**config.mk**
```make
export PLATFORM = sky130hd
export DESIGN_NAME = txfc_top
export DESIGN_NICKNAME = d
export VERILOG_FILES = /design/src/core/txfc_pkg.sv /design/src/core/txfc_top.sv
export SDC_FILE = /design/constraint.sdc
export NUM_CORES = 1
export LEC_CHECK = 0
export BUFFER_PORTS_ARGS = -buffer_cell sky130_fd_sc_hd__buf_2
export CELL_PAD_IN_SITES_DETAIL_PLACEMENT = 0
export CELL_PAD_IN_SITES_GLOBAL_PLACEMENT = 1
export CORE_MARGIN = 4
export CORE_UTILIZATION = 30
export DETAILED_ROUTE_END_ITERATION = 8
export GPL_TIMING_DRIVEN = 0
export HOLD_SLACK_MARGIN = 0.03
export PLACE_DENSITY_LB_ADDON = 0.3
export SKIP_LAST_GASP = 1
export SLEW_MARGIN = 20
export SYNTH_ARGS = -nofsm -noshare
export SYNTH_HDL_FRONTEND = slang
export SYNTH_SLANG_ARGS = --single-unit
```
**constraint.sdc**
```tcl
create_clock -name clock -period 7.08 [get_ports clock]
set_input_delay 0.708 -clock clock [delete_from_list [all_inputs] [get_ports clock]]
set_output_delay 0.708 -clock clock [all_outputs]
set_load 0.01 [all_outputs]
```
**src/core/txfc_pkg.sv**
```systemverilog
// Constants for the transmit framer and PHY settings block
package txfc_pkg;
  // Register indices on the register port
  localparam logic [3:0] REG_PHY_CTL_ONE = 4'h0;
  localparam logic [3:0] REG_PHY_CTL_TWO = 4'h1;
  localparam logic [3:0] REG_MAC_CTL_THR = 4'h2;
  localparam logic [3:0] REG_LED_CFG     = 4'h3;
  localparam logic [3:0] REG_MAX_LEN     = 4'h4;
  localparam logic [3:0] REG_STATUS      = 4'h5;
  // Field positions
  localparam int PC1_LOOP_BIT   = 14;
  localparam int PC1_DUPLEX_BIT = 8;
  localparam int PC2_FRC_LINK   = 14;
  localparam int PC2_TX_OFF     = 13;
  localparam int PC2_JAB_OFF    = 10;
  localparam int PC2_ECHO_OFF   = 8;
  localparam int MC3_PAD_LSB    = 5;
  localparam int MC3_CRC_BIT    = 4;
  localparam int MC3_HUGE_BIT   = 2;
  localparam int MC3_FDX_BIT    = 0;
  localparam int CB_HUGE = 3;
  localparam int CB_PAD  = 2;
  localparam int CB_CRC  = 1;
  localparam int CB_OVR  = 0;
  localparam int ST_BUSY = 0;
  localparam int ST_LINK = 1;
  localparam int ST_CRCE = 2;
  localparam int ST_GIANT = 3;
  localparam int ST_JAB  = 4;
  // Reset values and masks
  localparam logic [15:0] PC2_WR_MASK = 16'h7fff;
  localparam logic [15:0] LED_RESET   = 16'h0120;
  localparam logic [15:0] MAXLEN_RST  = 16'h05ee;
  // Frame constants
  localparam logic [7:0]  PREAMBLE_BYTE = 8'h55;
  localparam logic [7:0]  SFD_BYTE      = 8'hd5;
  localparam logic [2:0]  PREAMBLE_LEN  = 3'h7;
  localparam logic [15:0] PAD_SHORT     = 16'h003c;
  localparam logic [15:0] PAD_LONG      = 16'h0040;
  localparam logic [31:0] CRC_INIT      = 32'hffffffff;
  localparam logic [31:0] CRC_POLY      = 32'hedb88320;
  localparam logic [31:0] CRC_RESIDUE   = 32'hdebb20e3;
  // LED modes
  localparam logic [3:0] LED_LINK = 4'h0;
  localparam logic [3:0] LED_TX   = 4'h1;
  localparam logic [3:0] LED_ON   = 4'h2;
  // Timing
  localparam int CLK_MHZ  = 200;
  localparam int JABBER_MS = 20;
  localparam int JABBER_CYC = JABBER_MS * CLK_MHZ * 1000;
  typedef enum logic [2:0] {
    TXFC_IDLE = 3'b000,
    TXFC_PRE  = 3'b001,
    TXFC_SFD  = 3'b010,
    TXFC_DATA = 3'b011,
    TXFC_PAD  = 3'b100,
    TXFC_FCS  = 3'b101
  } txfc_state_t;
endpackage

```
**src/core/txfc_top.sv**
```systemverilog
// Transmit framer with PHY control, LED and link settings
//
// Summary of operation
// - Echo-off honoured only when loop, duplex clear
// - Force bit reports link up
// - Jabber-off bit suppresses jabber cut
// - LED outputs follow LED configuration register
// - MAC generates preamble and delimiter
// - Pad and CRC only when configured
// - One control byte per frame, consumed
// - Override pad bit pads to 60
// - Override CRC bit appends; else checks unpadded frames
// - Global CRC enable appends CRC unless control byte overrides
// - Pad field selects 60, 64 or none
//
// Implementation choices: the plain strobed port and the register offsets.
`timescale 1ns/100ps
module txfc_top
  import txfc_pkg::*;
#(
  parameter int JABBER_LIMIT = JABBER_CYC
) (
  input  wire logic        clock,
  input  wire logic        rst,
  input  wire logic [3:0]  reg_addr,
  input  wire logic [15:0] reg_wdata,
  input  wire logic        reg_wr,
  input  wire logic        reg_rd,
  output logic      [15:0] reg_rdata,
  input  wire logic        buf_valid,
  input  wire logic [7:0]  buf_data,
  input  wire logic        buf_last,
  output logic             buf_ready,
  input  wire logic        link_pin,
  output logic             tp_tx_en,
  output logic      [7:0]  tp_tx_data,
  output logic             loop_valid,
  output logic      [7:0]  loop_data,
  output logic             link_up,
  output logic             led_out_first,
  output logic             led_out_second
);
  function automatic logic [31:0] crc_byte(logic [31:0] c, logic [7:0] d);
    logic [31:0] r;
    r = c ^ {24'h000000, d};
    for (int i = 0; i < 8; i++) begin
      r = r[0] ? ((r >> 1) ^ CRC_POLY) : (r >> 1);
    end
    return r;
  endfunction

  function automatic logic led_drive(logic [3:0] m, logic lk, logic tx);
    return (m == LED_LINK) ? lk : (m == LED_TX) ? tx : (m == LED_ON);
  endfunction

  logic [15:0] phy_control_one_r, phy_control_one_nxt;
  logic [15:0] phy_control_two_r, phy_control_two_nxt;
  logic [7:0]  mac_control_three_r, mac_control_three_nxt;
  logic [15:0] led_config_reg_r, led_config_reg_nxt;
  logic [15:0] max_frame_len_r, max_frame_len_nxt;
  logic [2:0]  sticky_r, sticky_nxt;
  logic [15:0] rdata_nxt;
  logic        link_s1_r, link_s2_r;

  txfc_state_t state_r, state_nxt;
  logic [15:0] cnt_r, cnt_nxt;
  logic [2:0]  sub_r, sub_nxt;
  logic [31:0] crc_r, crc_nxt;
  logic        pad_en_r, pad_en_nxt, crc_en_r, crc_en_nxt;
  logic        huge_r, huge_nxt, long_pad_r, long_pad_nxt;
  logic [22:0] jab_r, jab_nxt;
  logic        ready_nxt, wv_nxt;
  logic [7:0]  wd_nxt;
  logic        ev_crce, ev_giant, ev_jab;
  logic        take, fdx_stat, link_nxt;
  logic [15:0] status_w;
  logic        tx_on_r, tp_en_nxt, loop_nxt;

  assign take = buf_valid && buf_ready;
  assign fdx_stat = mac_control_three_r[MC3_FDX_BIT];

  // Register file
  always_comb begin
    phy_control_one_nxt   = phy_control_one_r;
    phy_control_two_nxt   = phy_control_two_r;
    mac_control_three_nxt = mac_control_three_r;
    led_config_reg_nxt    = led_config_reg_r;
    max_frame_len_nxt     = max_frame_len_r;
    sticky_nxt            = sticky_r;
    if (reg_wr) begin
      unique case (reg_addr)
        REG_PHY_CTL_ONE: phy_control_one_nxt = reg_wdata;
        REG_PHY_CTL_TWO: phy_control_two_nxt = reg_wdata & PC2_WR_MASK;
        REG_MAC_CTL_THR: mac_control_three_nxt = reg_wdata[7:0];
        REG_LED_CFG:     led_config_reg_nxt = reg_wdata;
        REG_MAX_LEN:     max_frame_len_nxt = reg_wdata;
        REG_STATUS:      sticky_nxt = sticky_r & ~reg_wdata[ST_JAB:ST_CRCE];
        default:         ;
      endcase
    end
    // Set wins over write-one-to-clear
    sticky_nxt = sticky_nxt | {ev_jab, ev_giant, ev_crce};
    status_w = {11'h000, sticky_r, link_up, state_r != TXFC_IDLE};
    rdata_nxt = 16'h0000;
    if (reg_rd) begin
      unique case (reg_addr)
        REG_PHY_CTL_ONE: rdata_nxt = phy_control_one_r;
        REG_PHY_CTL_TWO: rdata_nxt = phy_control_two_r;
        REG_MAC_CTL_THR: rdata_nxt = {8'h00, mac_control_three_r};
        REG_LED_CFG:     rdata_nxt = led_config_reg_r;
        REG_MAX_LEN:     rdata_nxt = max_frame_len_r;
        REG_STATUS:      rdata_nxt = status_w;
        default:         rdata_nxt = 16'h0000;
      endcase
    end
  end

  always_ff @(posedge clock) begin
    if (rst) begin
      phy_control_one_r   <= 16'h0000;
      phy_control_two_r   <= 16'h0000;
      mac_control_three_r <= 8'h00;
      led_config_reg_r    <= LED_RESET;
      max_frame_len_r     <= MAXLEN_RST;
      sticky_r            <= 3'h0;
      reg_rdata           <= 16'h0000;
    end else begin
      phy_control_one_r   <= phy_control_one_nxt;
      phy_control_two_r   <= phy_control_two_nxt;
      mac_control_three_r <= mac_control_three_nxt;
      led_config_reg_r    <= led_config_reg_nxt;
      max_frame_len_r     <= max_frame_len_nxt;
      sticky_r            <= sticky_nxt;
      reg_rdata           <= rdata_nxt;
    end
  end

  // Frame engine
  always_comb begin
    logic [2:0]  pcfg;
    logic [7:0]  cb;
    logic [31:0] c1;
    pcfg = mac_control_three_r[MC3_PAD_LSB +: 3];
    cb = buf_data;
    c1 = crc_byte(crc_r, buf_data);
    state_nxt = state_r;
    cnt_nxt = cnt_r;
    sub_nxt = sub_r;
    crc_nxt = crc_r;
    pad_en_nxt = pad_en_r;
    crc_en_nxt = crc_en_r;
    huge_nxt = huge_r;
    long_pad_nxt = long_pad_r;
    wv_nxt = 1'b0;
    wd_nxt = 8'h00;
    ev_crce = 1'b0;
    ev_giant = 1'b0;
    ev_jab = 1'b0;
    jab_nxt = (state_r == TXFC_IDLE) ? 23'h000000 : jab_r + 23'h000001;
    unique case (state_r)
      TXFC_IDLE: begin
        if (take) begin
          state_nxt = TXFC_PRE;
          sub_nxt = 3'h0;
          cnt_nxt = 16'h0000;
          crc_nxt = CRC_INIT;
          if (cb[CB_OVR]) begin
            pad_en_nxt = cb[CB_PAD];
            long_pad_nxt = 1'b0;
            crc_en_nxt = cb[CB_CRC];
            huge_nxt = cb[CB_HUGE];
          end else begin
            pad_en_nxt = pcfg[0];
            long_pad_nxt = pcfg[1];
            crc_en_nxt = mac_control_three_r[MC3_CRC_BIT] | pcfg[0];
            huge_nxt = mac_control_three_r[MC3_HUGE_BIT];
          end
        end
      end
      TXFC_PRE: begin
        wv_nxt = 1'b1;
        wd_nxt = PREAMBLE_BYTE;
        sub_nxt = sub_r + 3'h1;
        if (sub_r == PREAMBLE_LEN - 3'h1) begin
          state_nxt = TXFC_SFD;
        end
      end
      TXFC_SFD: begin
        wv_nxt = 1'b1;
        wd_nxt = SFD_BYTE;
        state_nxt = TXFC_DATA;
      end
      TXFC_DATA: begin
        if (take) begin
          wv_nxt = 1'b1;
          wd_nxt = buf_data;
          crc_nxt = c1;
          cnt_nxt = cnt_r + 16'h0001;
          if (!huge_r && cnt_r >= max_frame_len_r) begin
            ev_giant = 1'b1;
            wv_nxt = 1'b0;
            state_nxt = TXFC_IDLE;
          end else if (buf_last) begin
            // pad and CRC only when enabled
            if (pad_en_r && cnt_nxt < (long_pad_r ? PAD_LONG : PAD_SHORT)) begin
              state_nxt = TXFC_PAD;
            end else if (crc_en_r) begin
              state_nxt = TXFC_FCS;
              sub_nxt = 3'h0;
            end else begin
              ev_crce = (c1 != CRC_RESIDUE);
              state_nxt = TXFC_IDLE;
            end
          end
        end
      end
      TXFC_PAD: begin
        wv_nxt = 1'b1;
        crc_nxt = crc_byte(crc_r, 8'h00);
        cnt_nxt = cnt_r + 16'h0001;
        sub_nxt = 3'h0;
        if (cnt_nxt >= (long_pad_r ? PAD_LONG : PAD_SHORT)) begin
          state_nxt = crc_en_r ? TXFC_FCS : TXFC_IDLE;
        end
      end
      TXFC_FCS: begin
        wv_nxt = 1'b1;
        wd_nxt = ~crc_r[7:0];
        crc_nxt = {8'hff, crc_r[31:8]};
        sub_nxt = sub_r + 3'h1;
        if (sub_r == 3'h3) begin
          state_nxt = TXFC_IDLE;
        end
      end
      default: state_nxt = TXFC_IDLE;
    endcase
    if (state_r != TXFC_IDLE && jab_r >= 23'(JABBER_LIMIT)
        && !phy_control_two_r[PC2_JAB_OFF]) begin
      ev_jab = 1'b1;
      wv_nxt = 1'b0;
      state_nxt = TXFC_IDLE;
    end
    ready_nxt = (state_nxt == TXFC_IDLE) || (state_nxt == TXFC_DATA);
    tp_en_nxt = wv_nxt && !phy_control_two_r[PC2_TX_OFF];
    // echo-off honoured only with both clear
    if (phy_control_one_r[PC1_DUPLEX_BIT] || phy_control_one_r[PC1_LOOP_BIT])
      loop_nxt = wv_nxt && phy_control_one_r[PC1_LOOP_BIT];
    else
      loop_nxt = wv_nxt && !phy_control_two_r[PC2_ECHO_OFF];
    link_nxt = link_s2_r || phy_control_two_r[PC2_FRC_LINK];
  end

  always_ff @(posedge clock) begin
    if (rst) begin
      state_r <= TXFC_IDLE;
      cnt_r <= 16'h0000;
      sub_r <= 3'h0;
      crc_r <= CRC_INIT;
      pad_en_r <= 1'b0;
      crc_en_r <= 1'b0;
      huge_r <= 1'b0;
      long_pad_r <= 1'b0;
      jab_r <= 23'h000000;
      buf_ready <= 1'b0;
      tp_tx_en <= 1'b0;
      tp_tx_data <= 8'h00;
      loop_valid <= 1'b0;
      loop_data <= 8'h00;
      tx_on_r <= 1'b0;
      link_s1_r <= 1'b0;
      link_s2_r <= 1'b0;
      link_up <= 1'b0;
      led_out_first <= 1'b0;
      led_out_second <= 1'b0;
    end else begin
      state_r <= state_nxt;
      cnt_r <= cnt_nxt;
      sub_r <= sub_nxt;
      crc_r <= crc_nxt;
      pad_en_r <= pad_en_nxt;
      crc_en_r <= crc_en_nxt;
      huge_r <= huge_nxt;
      long_pad_r <= long_pad_nxt;
      jab_r <= jab_nxt;
      buf_ready <= ready_nxt;
      tp_tx_en <= tp_en_nxt;
      tp_tx_data <= tp_en_nxt ? wd_nxt : 8'h00;
      loop_valid <= loop_nxt;
      loop_data <= loop_nxt ? wd_nxt : 8'h00;
      tx_on_r <= wv_nxt;
      link_s1_r <= link_pin;
      link_s2_r <= link_s1_r;
      link_up <= link_nxt;
      led_out_first <= led_drive(led_config_reg_r[11:8], link_up, tx_on_r);
      led_out_second <= led_drive(led_config_reg_r[7:4], link_up, tx_on_r);
    end
  end
endmodule

```
==> results of run 1 <==
-- cell usage after synthesis, drive strengths merged (3+ instances only) --
master,count
o31ai,7
and3,10
o211ai,9
mux2i,10
xor2,44
o22ai,13
a211o,10
nor3,17
inv,35
nand2b,21
ha,28
nor2b,9
o21bai,11
nand3,32
nor4,9
nand4,8
nor2,150
buf,15
a21oi,126
a211oi,18
a221oi,5
nand2,199
xnor2,98
mux2,3
or2,9
and2,12
a31oi,9
o21ai,47
nand3b,16
a222oi,15
clkbuf,72
and4,3
a21o,7
a22oi,14
a2111oi,4
or3,9
o221ai,4
dfxtp,196
o21a,3
a311oi,5
o2111ai,3
-- stage by stage --
stage	hold slack [ns]	utilization (%)	worst slack [ns]
global placement	0.441	33.2	3.28
CTS	0.458	34.9	3.26
finish	0.458	34.9	3.24
global route	0.475	34.9	3.04
floorplan	0.411	-	4.05
detailed placement	0.437	33.2	3.32
-- logic make-up (layout without fill, tap and decap cells) --
group | count (synthesis) | after routing | synth area share [%]
adder cells (fa/ha/maj) | 28 | 28 | 3.30
multiplexers | 13 | 13 | 1.26
AND/OR/NAND/NOR | 510 | 510 | 22.1
buffers and inverters | 122 | 221 | 4.50
flip-flops | 196 | 196 | 37.0
XOR/XNOR | 142 | 142 | 12.5
AO/OA/AOI/OAI | 320 | 320 | 19.4
-- area by class of cell --
class / count / share of cell area [%]
Inverter: 35 / 1.08
Clock inverter: 12 / 1.15
Buffer: 87 / 2.86
Sequential cell: 196 / 32.4
Multi-Input combinational cell: 1013 / 51.3
Tap cell: 455 / 4.70
Clock buffer: 20 / 3.77
Timing Repair Buffer: 67 / 2.77
-- metal layers --
metal	GRT usage, %	up-vias	wire length (um)
met5	0	-	0
met4	5.51	0	811
met3	3.11	63	2070
met2	29.8	319	16300
met1	26.1	4665	17200
li1	-	4780	-
-- registers in the layout, indices dropped and copies added, names as in the netlist, 15 cells and up --
name / count
crc_r: 32
cnt_r: 16
phy_control_two_r: 15
max_frame_len_r: 16
phy_control_one_r: 16
jab_r: 23
led_config_reg_r: 16
reg_rdata: 16
-- power by group through the flow --
stage	clock (mW)	combinational (mW)	sequential (mW)
after floorplan	0	0.204	1.15
after global placement	0	0.304	1.15
after detailed placement	0	0.302	1.15
after CTS	1.04	0.305	1.13
after global routing	1.08	0.332	1.13
final	1.01	0.308	1.13
-- worst paths after layout --
path | cells after the start | from | endpoint | slack [ns]
worst max-delay path | 11 | state_r[1]$_SDFF_PP0_ | crc_r[10]$_SDFFE_PP1P_ | 3.24
worst max register to register | 11 | state_r[1]$_SDFF_PP0_ | crc_r[10]$_SDFFE_PP1P_ | 3.24
worst min-delay path | 2 | phy_control_one_r[6]$_SDFFE_PP0P_ | phy_control_one_r[6]$_SDFFE_PP0P_ | 0.46
worst min register to register | 2 | phy_control_one_r[6]$_SDFFE_PP0P_ | phy_control_one_r[6]$_SDFFE_PP0P_ | 0.46
-- worst min-delay path, stage by stage (launching register included) --
cell,delay (ns)
dfxtp_1,0.31
nand2_1,0.05
a21oi_1,0.05
-- cells in the final DEF (no fill, tap or decap), drive strengths merged, types with 14 or more instances in the layout --
cell,Yosys,final
nand2,199,199
dfxtp,196,196
nor2,150,150
a21oi,126,126
xnor2,98,98
clkbuf,72,92
buf,15,82
o21ai,47,47
xor2,44,44
inv,35,41
nand3,32,32
ha,28,28
nand2b,21,21
a211oi,18,18
nor3,17,17
nand3b,16,16
a222oi,15,15
a22oi,14,14
==> flow_summary.ini, run 1 <==
[pwr]
seqPwrFrac_pct = 46.1
pwr-share-comb_pct = 12.6
p_total_mw = 2.44
leakagePower_nw = 4.45
peakVddDrop_v = 0.000187
share_clk_of_total_power_pct = 41.3
power-per-cell-area_nw_per_um2 = 202
swShare_pct = 28.7
intPower_mw = 1.74
p_sw_uw = 701

[layout]
drive_above_1_share_pct = 10.0
final.fill_count = 3709
instances_no_fill = 1885
area_delta_synth_final_pct = 14.2
multiInputGateArea_um2 = 6220
nets = 1480
regArea_um2 = 3920
n_antenna_cell = 0
fin_area_um2 = 12100

[routing]
drcViolationCount = 0
drtPass1Iterations = 8
ant_nets = 0
wl_per_cell_um = 19.3
dr_total_vias = 9827
via_per_inst = 5.21
drtIter0Drc = 738
routed_wl_um = 36400

[sta]
fmax_ghz = 0.260
fin_crit_ns = 3.84
rsz0062_at_grt = no
clock_skew_ns = 0.0229
hold_viol_final = 0
tightestPinTransition_ns = 1.00
drv_slew = 0
fin_crit_sh_pct = 54.2
maxSlewHeadroom_pct = 32.6
setup_tns_ns = 0
setup_viol = 0

[clock_network]
insertion_delay_ns = 0.46
cts_made_buffers = 17
max-clock-path-buffers = 2
path_clk_slew_ns = 0.08
cts_sinks = 196
cts-resized-gates = 0
htreeDepth = 4
cts.hold.buffers_added = 0
tritoncts = yes
cts_setup_buffers = 0
cts_root_buf = clkbuf_16

[logic_synthesis]
syn_avg_cell_area_um2 = 7.97
postSynth.asyncResetShare_pct = 0
synth_cell_type_count = 71
syn_area_um2 = 10600
synthTopCellsByArea = dfxtp_1 (37%), xnor2_1 (7.7%), nand2_1 (7.0%), a21oi_1 (5.9%), nor2_1 (5.3%)
synthFlopType = dfxtp_1
synth-edff-count = 0
ys.warnings.count = 0
yosysSeqAreaShare_pct = 37.0
ys_seq_elements = 196
synth_top_area_share_pct = 37.0
yosysTopAreaCell = dfxtp_1
postSynthCellCount = 1331
synth_nets = 1394

[floorplanning]
die_area_um2 = 38400
die_y_um = 196
ios = 73
initial_utilization_pct = 30.6
core_area_um2 = 34700
num_rows = 68
die_x_um = 196

[placed_design]
port_buffers = 67
post_dp_cell_area_um2 = 11500
placed_cells = 1853
gp_congestion = 0.914
dp_hpwl_um = 27200

[setup_path]
start_kind = flop
worstPathCellList = clkbuf_1 > nor2b_1 > clkbuf_1 > and2_1 > clkbuf_1 > nand2_1 > o21ai_0 > clkbuf_1 > buf_1 > nor2_1 > o21bai_1
critPathKind = flop to flop
crit_buf_inv = 5
cpMaxStageDelayCell = buf_1
worstPathArrival_ns = 4.21
end_kind = flop
cpLargestDelayFamily = buffers and inverters
slowest_delay_ns = 0.67
cp_max_fo = 10
crit_required_ns = 7.45
crit_top_cell = clkbuf_1

[global_route]
antenna_found_initial = 0
grt_pass1_vias = 9290
grt_usage_pct = 18.7
grt_overflow_total = 0
grt_pass1_wl_um = 56000
grt_max_degree = 19

[status]
status = completed

[flow_run]
drv_cap = 0

[min_path]
worstHoldPathType = flop to flop
Power figures use the tool's default switching activity.
==> run 2: changes to the inputs <==
==> constraint.sdc (replaced) <==
create_clock -name clock -period 3.41 [get_ports clock]
set_input_delay 0.341 -clock clock [delete_from_list [all_inputs] [get_ports clock]]
set_output_delay 0.341 -clock clock [all_outputs]
set_load 0.01 [all_outputs]
==> run 2 against run 1 <==
Net effect: sequential share of layout area down 0.30 points; worst hold slack lost 0.30 ns; critical endpoint is now sticky_r[0]$_SDFF_PP0_; global-route usage about the same; register-to-register slack got worse by 3.2 ns; non-clock buffer count rose by 1; via count is 0.23% higher; critical path depth decreased by 2; utilization increased by 0.46 points; cell area up 1.3%; largest power group unchanged.
==> flow_summary.ini, run 2 (synthesized netlist as in run 1, its figures left out) <==
[status]
status = completed

[layout]
top_regs = crc_r: 32 flops, jab_r: 23 flops
final_cell_mix = nand2_1 (197), dfxtp_1 (190), nor2_1 (149), a21oi_1 (125), xnor2_1 (86)
largest_register_ffs = 32
instances_no_fill = 1886
layout_commonest_cell = nand2_1
drive_above_1_share_pct = 11.8
postLayoutCoreUtil_pct = 35.4
area_delta_synth_final_pct = 15.7
top_register = crc_r
n_antenna_cell = 0
nets = 1481

[flow_run]
drv_cap = 0

[floorplanning]
num_rows = 68
initial_utilization_pct = 30.6
ios = 73
die_x_um = 196
core_area_um2 = 34700
die_y_um = 196
die_area_um2 = 38400

[routing]
drcViolationCount = 0
via_per_inst = 5.22
wl_per_cell_um = 19.4
drtPass1Iterations = 5
routed_wl_um = 36500
ant_nets = 0
dr_total_vias = 9850
drtIter0Drc = 719

[clock_network]
cts_root_buf = clkbuf_16
cts_sinks = 196
cts.hold.buffers_added = 0
tritoncts = yes
htreeDepth = 4
cts_made_buffers = 17
max-clock-path-buffers = 2
path_clk_slew_ns = 0.08
insertion_delay_ns = 0.46

[min_path]
holdPathStages = 2
worstHoldPathType = input port to flop

[setup_path]
worstPathArrival_ns = 3.62
crit_required_ns = 3.71
end_kind = flop
reg2regPathDepth = 9
start_kind = flop
critPathKind = flop to flop
cp_max_fo = 9

[global_route]
grtUsageMet2_pct = 29.8
grt_max_degree = 19
use_met1_pct = 26.1
met3_usage_pct = 3.09
grt_overflow_total = 0
grt_pass1_vias = 9293
grt_usage_pct = 18.7
antenna_found_initial = 0
grt.busiest_layer = met2
grt_pass1_wl_um = 56000

[placed_design]
pre_cts_ws_ns = -0.336
placed_cells = 1853
gp_congestion = 0.914
port_buffers = 67
dp_hpwl_um = 27200

[pwr]
leakagePower_nw = 4.54
power-per-cell-area_nw_per_um2 = 415
peakVddDrop_v = 0.000390

[sta]
clock_skew_ns = 0.0246
fin_crit_sh_pct = 97.4
fmax_ghz = 0.301
maxSlewHeadroom_pct = 29.8
timing.final.ws_setup_ns = 0.0886
rsz0062_at_grt = yes
setup_viol = 0
drv_slew = 0
hold_viol_final = 0
tightestPinTransition_ns = 1.05
fin_crit_ns = 3.32
[run 2: cell count changes in the layout (fill, tap and decap cells not counted), moves of 2 or more]
cell       before  now
dfxtp_4         0    3
buf_4           3    5
nand2_1       199  197
a2111oi_0       4    2
clkbuf_2        0    2
xnor2_4         1    3
dfxtp_2         0    3
dfxtp_1       196  190
xnor2_1        93   86
clkbuf_1       73   70
xnor2_2         4    9
[run 2: area by class of cell]
type	instances	area (um^2)
clock buffers	20	457
repair buffers	69	350
fillers	3695	22400
multi-input cells	1013	6340
clock inverters	12	139
plain buffers	86	353
inverters	35	131
flip-flops and latches	196	3940
well taps	455	569
[run 2: path summary, 6_finish.rpt]
kind	startpoint	end	slack [ns]
max	crc_r[7]$_SDFFE_PP1P_	sticky_r[0]$_SDFF_PP0_	0.09
min	link_pin	link_s1_r$_SDFF_PP0_	0.15
max reg2reg	crc_r[7]$_SDFFE_PP1P_	sticky_r[0]$_SDFF_PP0_	0.09
min reg2reg	mac_control_three_r[3]$_SDFFE_PP0P_	mac_control_three_r[3]$_SDFFE_PP0P_	0.46
[run 2: metrics by stage]
step	TNS [ns]	hold WS [ns]	instance area, um^2	total power, mW
floorplan	0	0.411	10600	2.81
global placement	-3.20	0.441	11500	3.02
detailed placement	-3.24	0.437	11500	3.02
CTS	-0.0307	0.137	12100	5.13
global route	-0.0715	0.138	12300	5.28
finish	0	0.153	12300	5.09
[run 2: routing by layer]
layer,vias to the layer above,routed length [um]
li1,4771,-
met3,56,2060
met4,0,811
met2,311,16500
met1,4712,17200
met5,-,0
[run 2: critical path, cell delays in order, from the launching register on]
cell	delay, ns
dfxtp_1	0.31
buf_2	0.30
xor2_4	0.42
xor2_2	0.27
xnor2_1	0.54
xor2_1	0.32
mux2_2	0.25
nand3_1	0.10
o41ai_1	0.52
o22ai_1	0.15
[run 2: what timing repair did]
item / 4_1_cts / 5_1_grt
gates resized for setup: 6 / 33
pin swaps: 0 / 4
setup buffers: 0 / 2
endpoints found under the setup margin: 16 / 18
[run 2: power by group]
part / switching, mW / internal (mW) / total [mW]
Clock: 1.03 / 1.08 / 2.11
Combinational: 0.422 / 0.231 / 0.653
Sequential: 0.0233 / 2.31 / 2.34
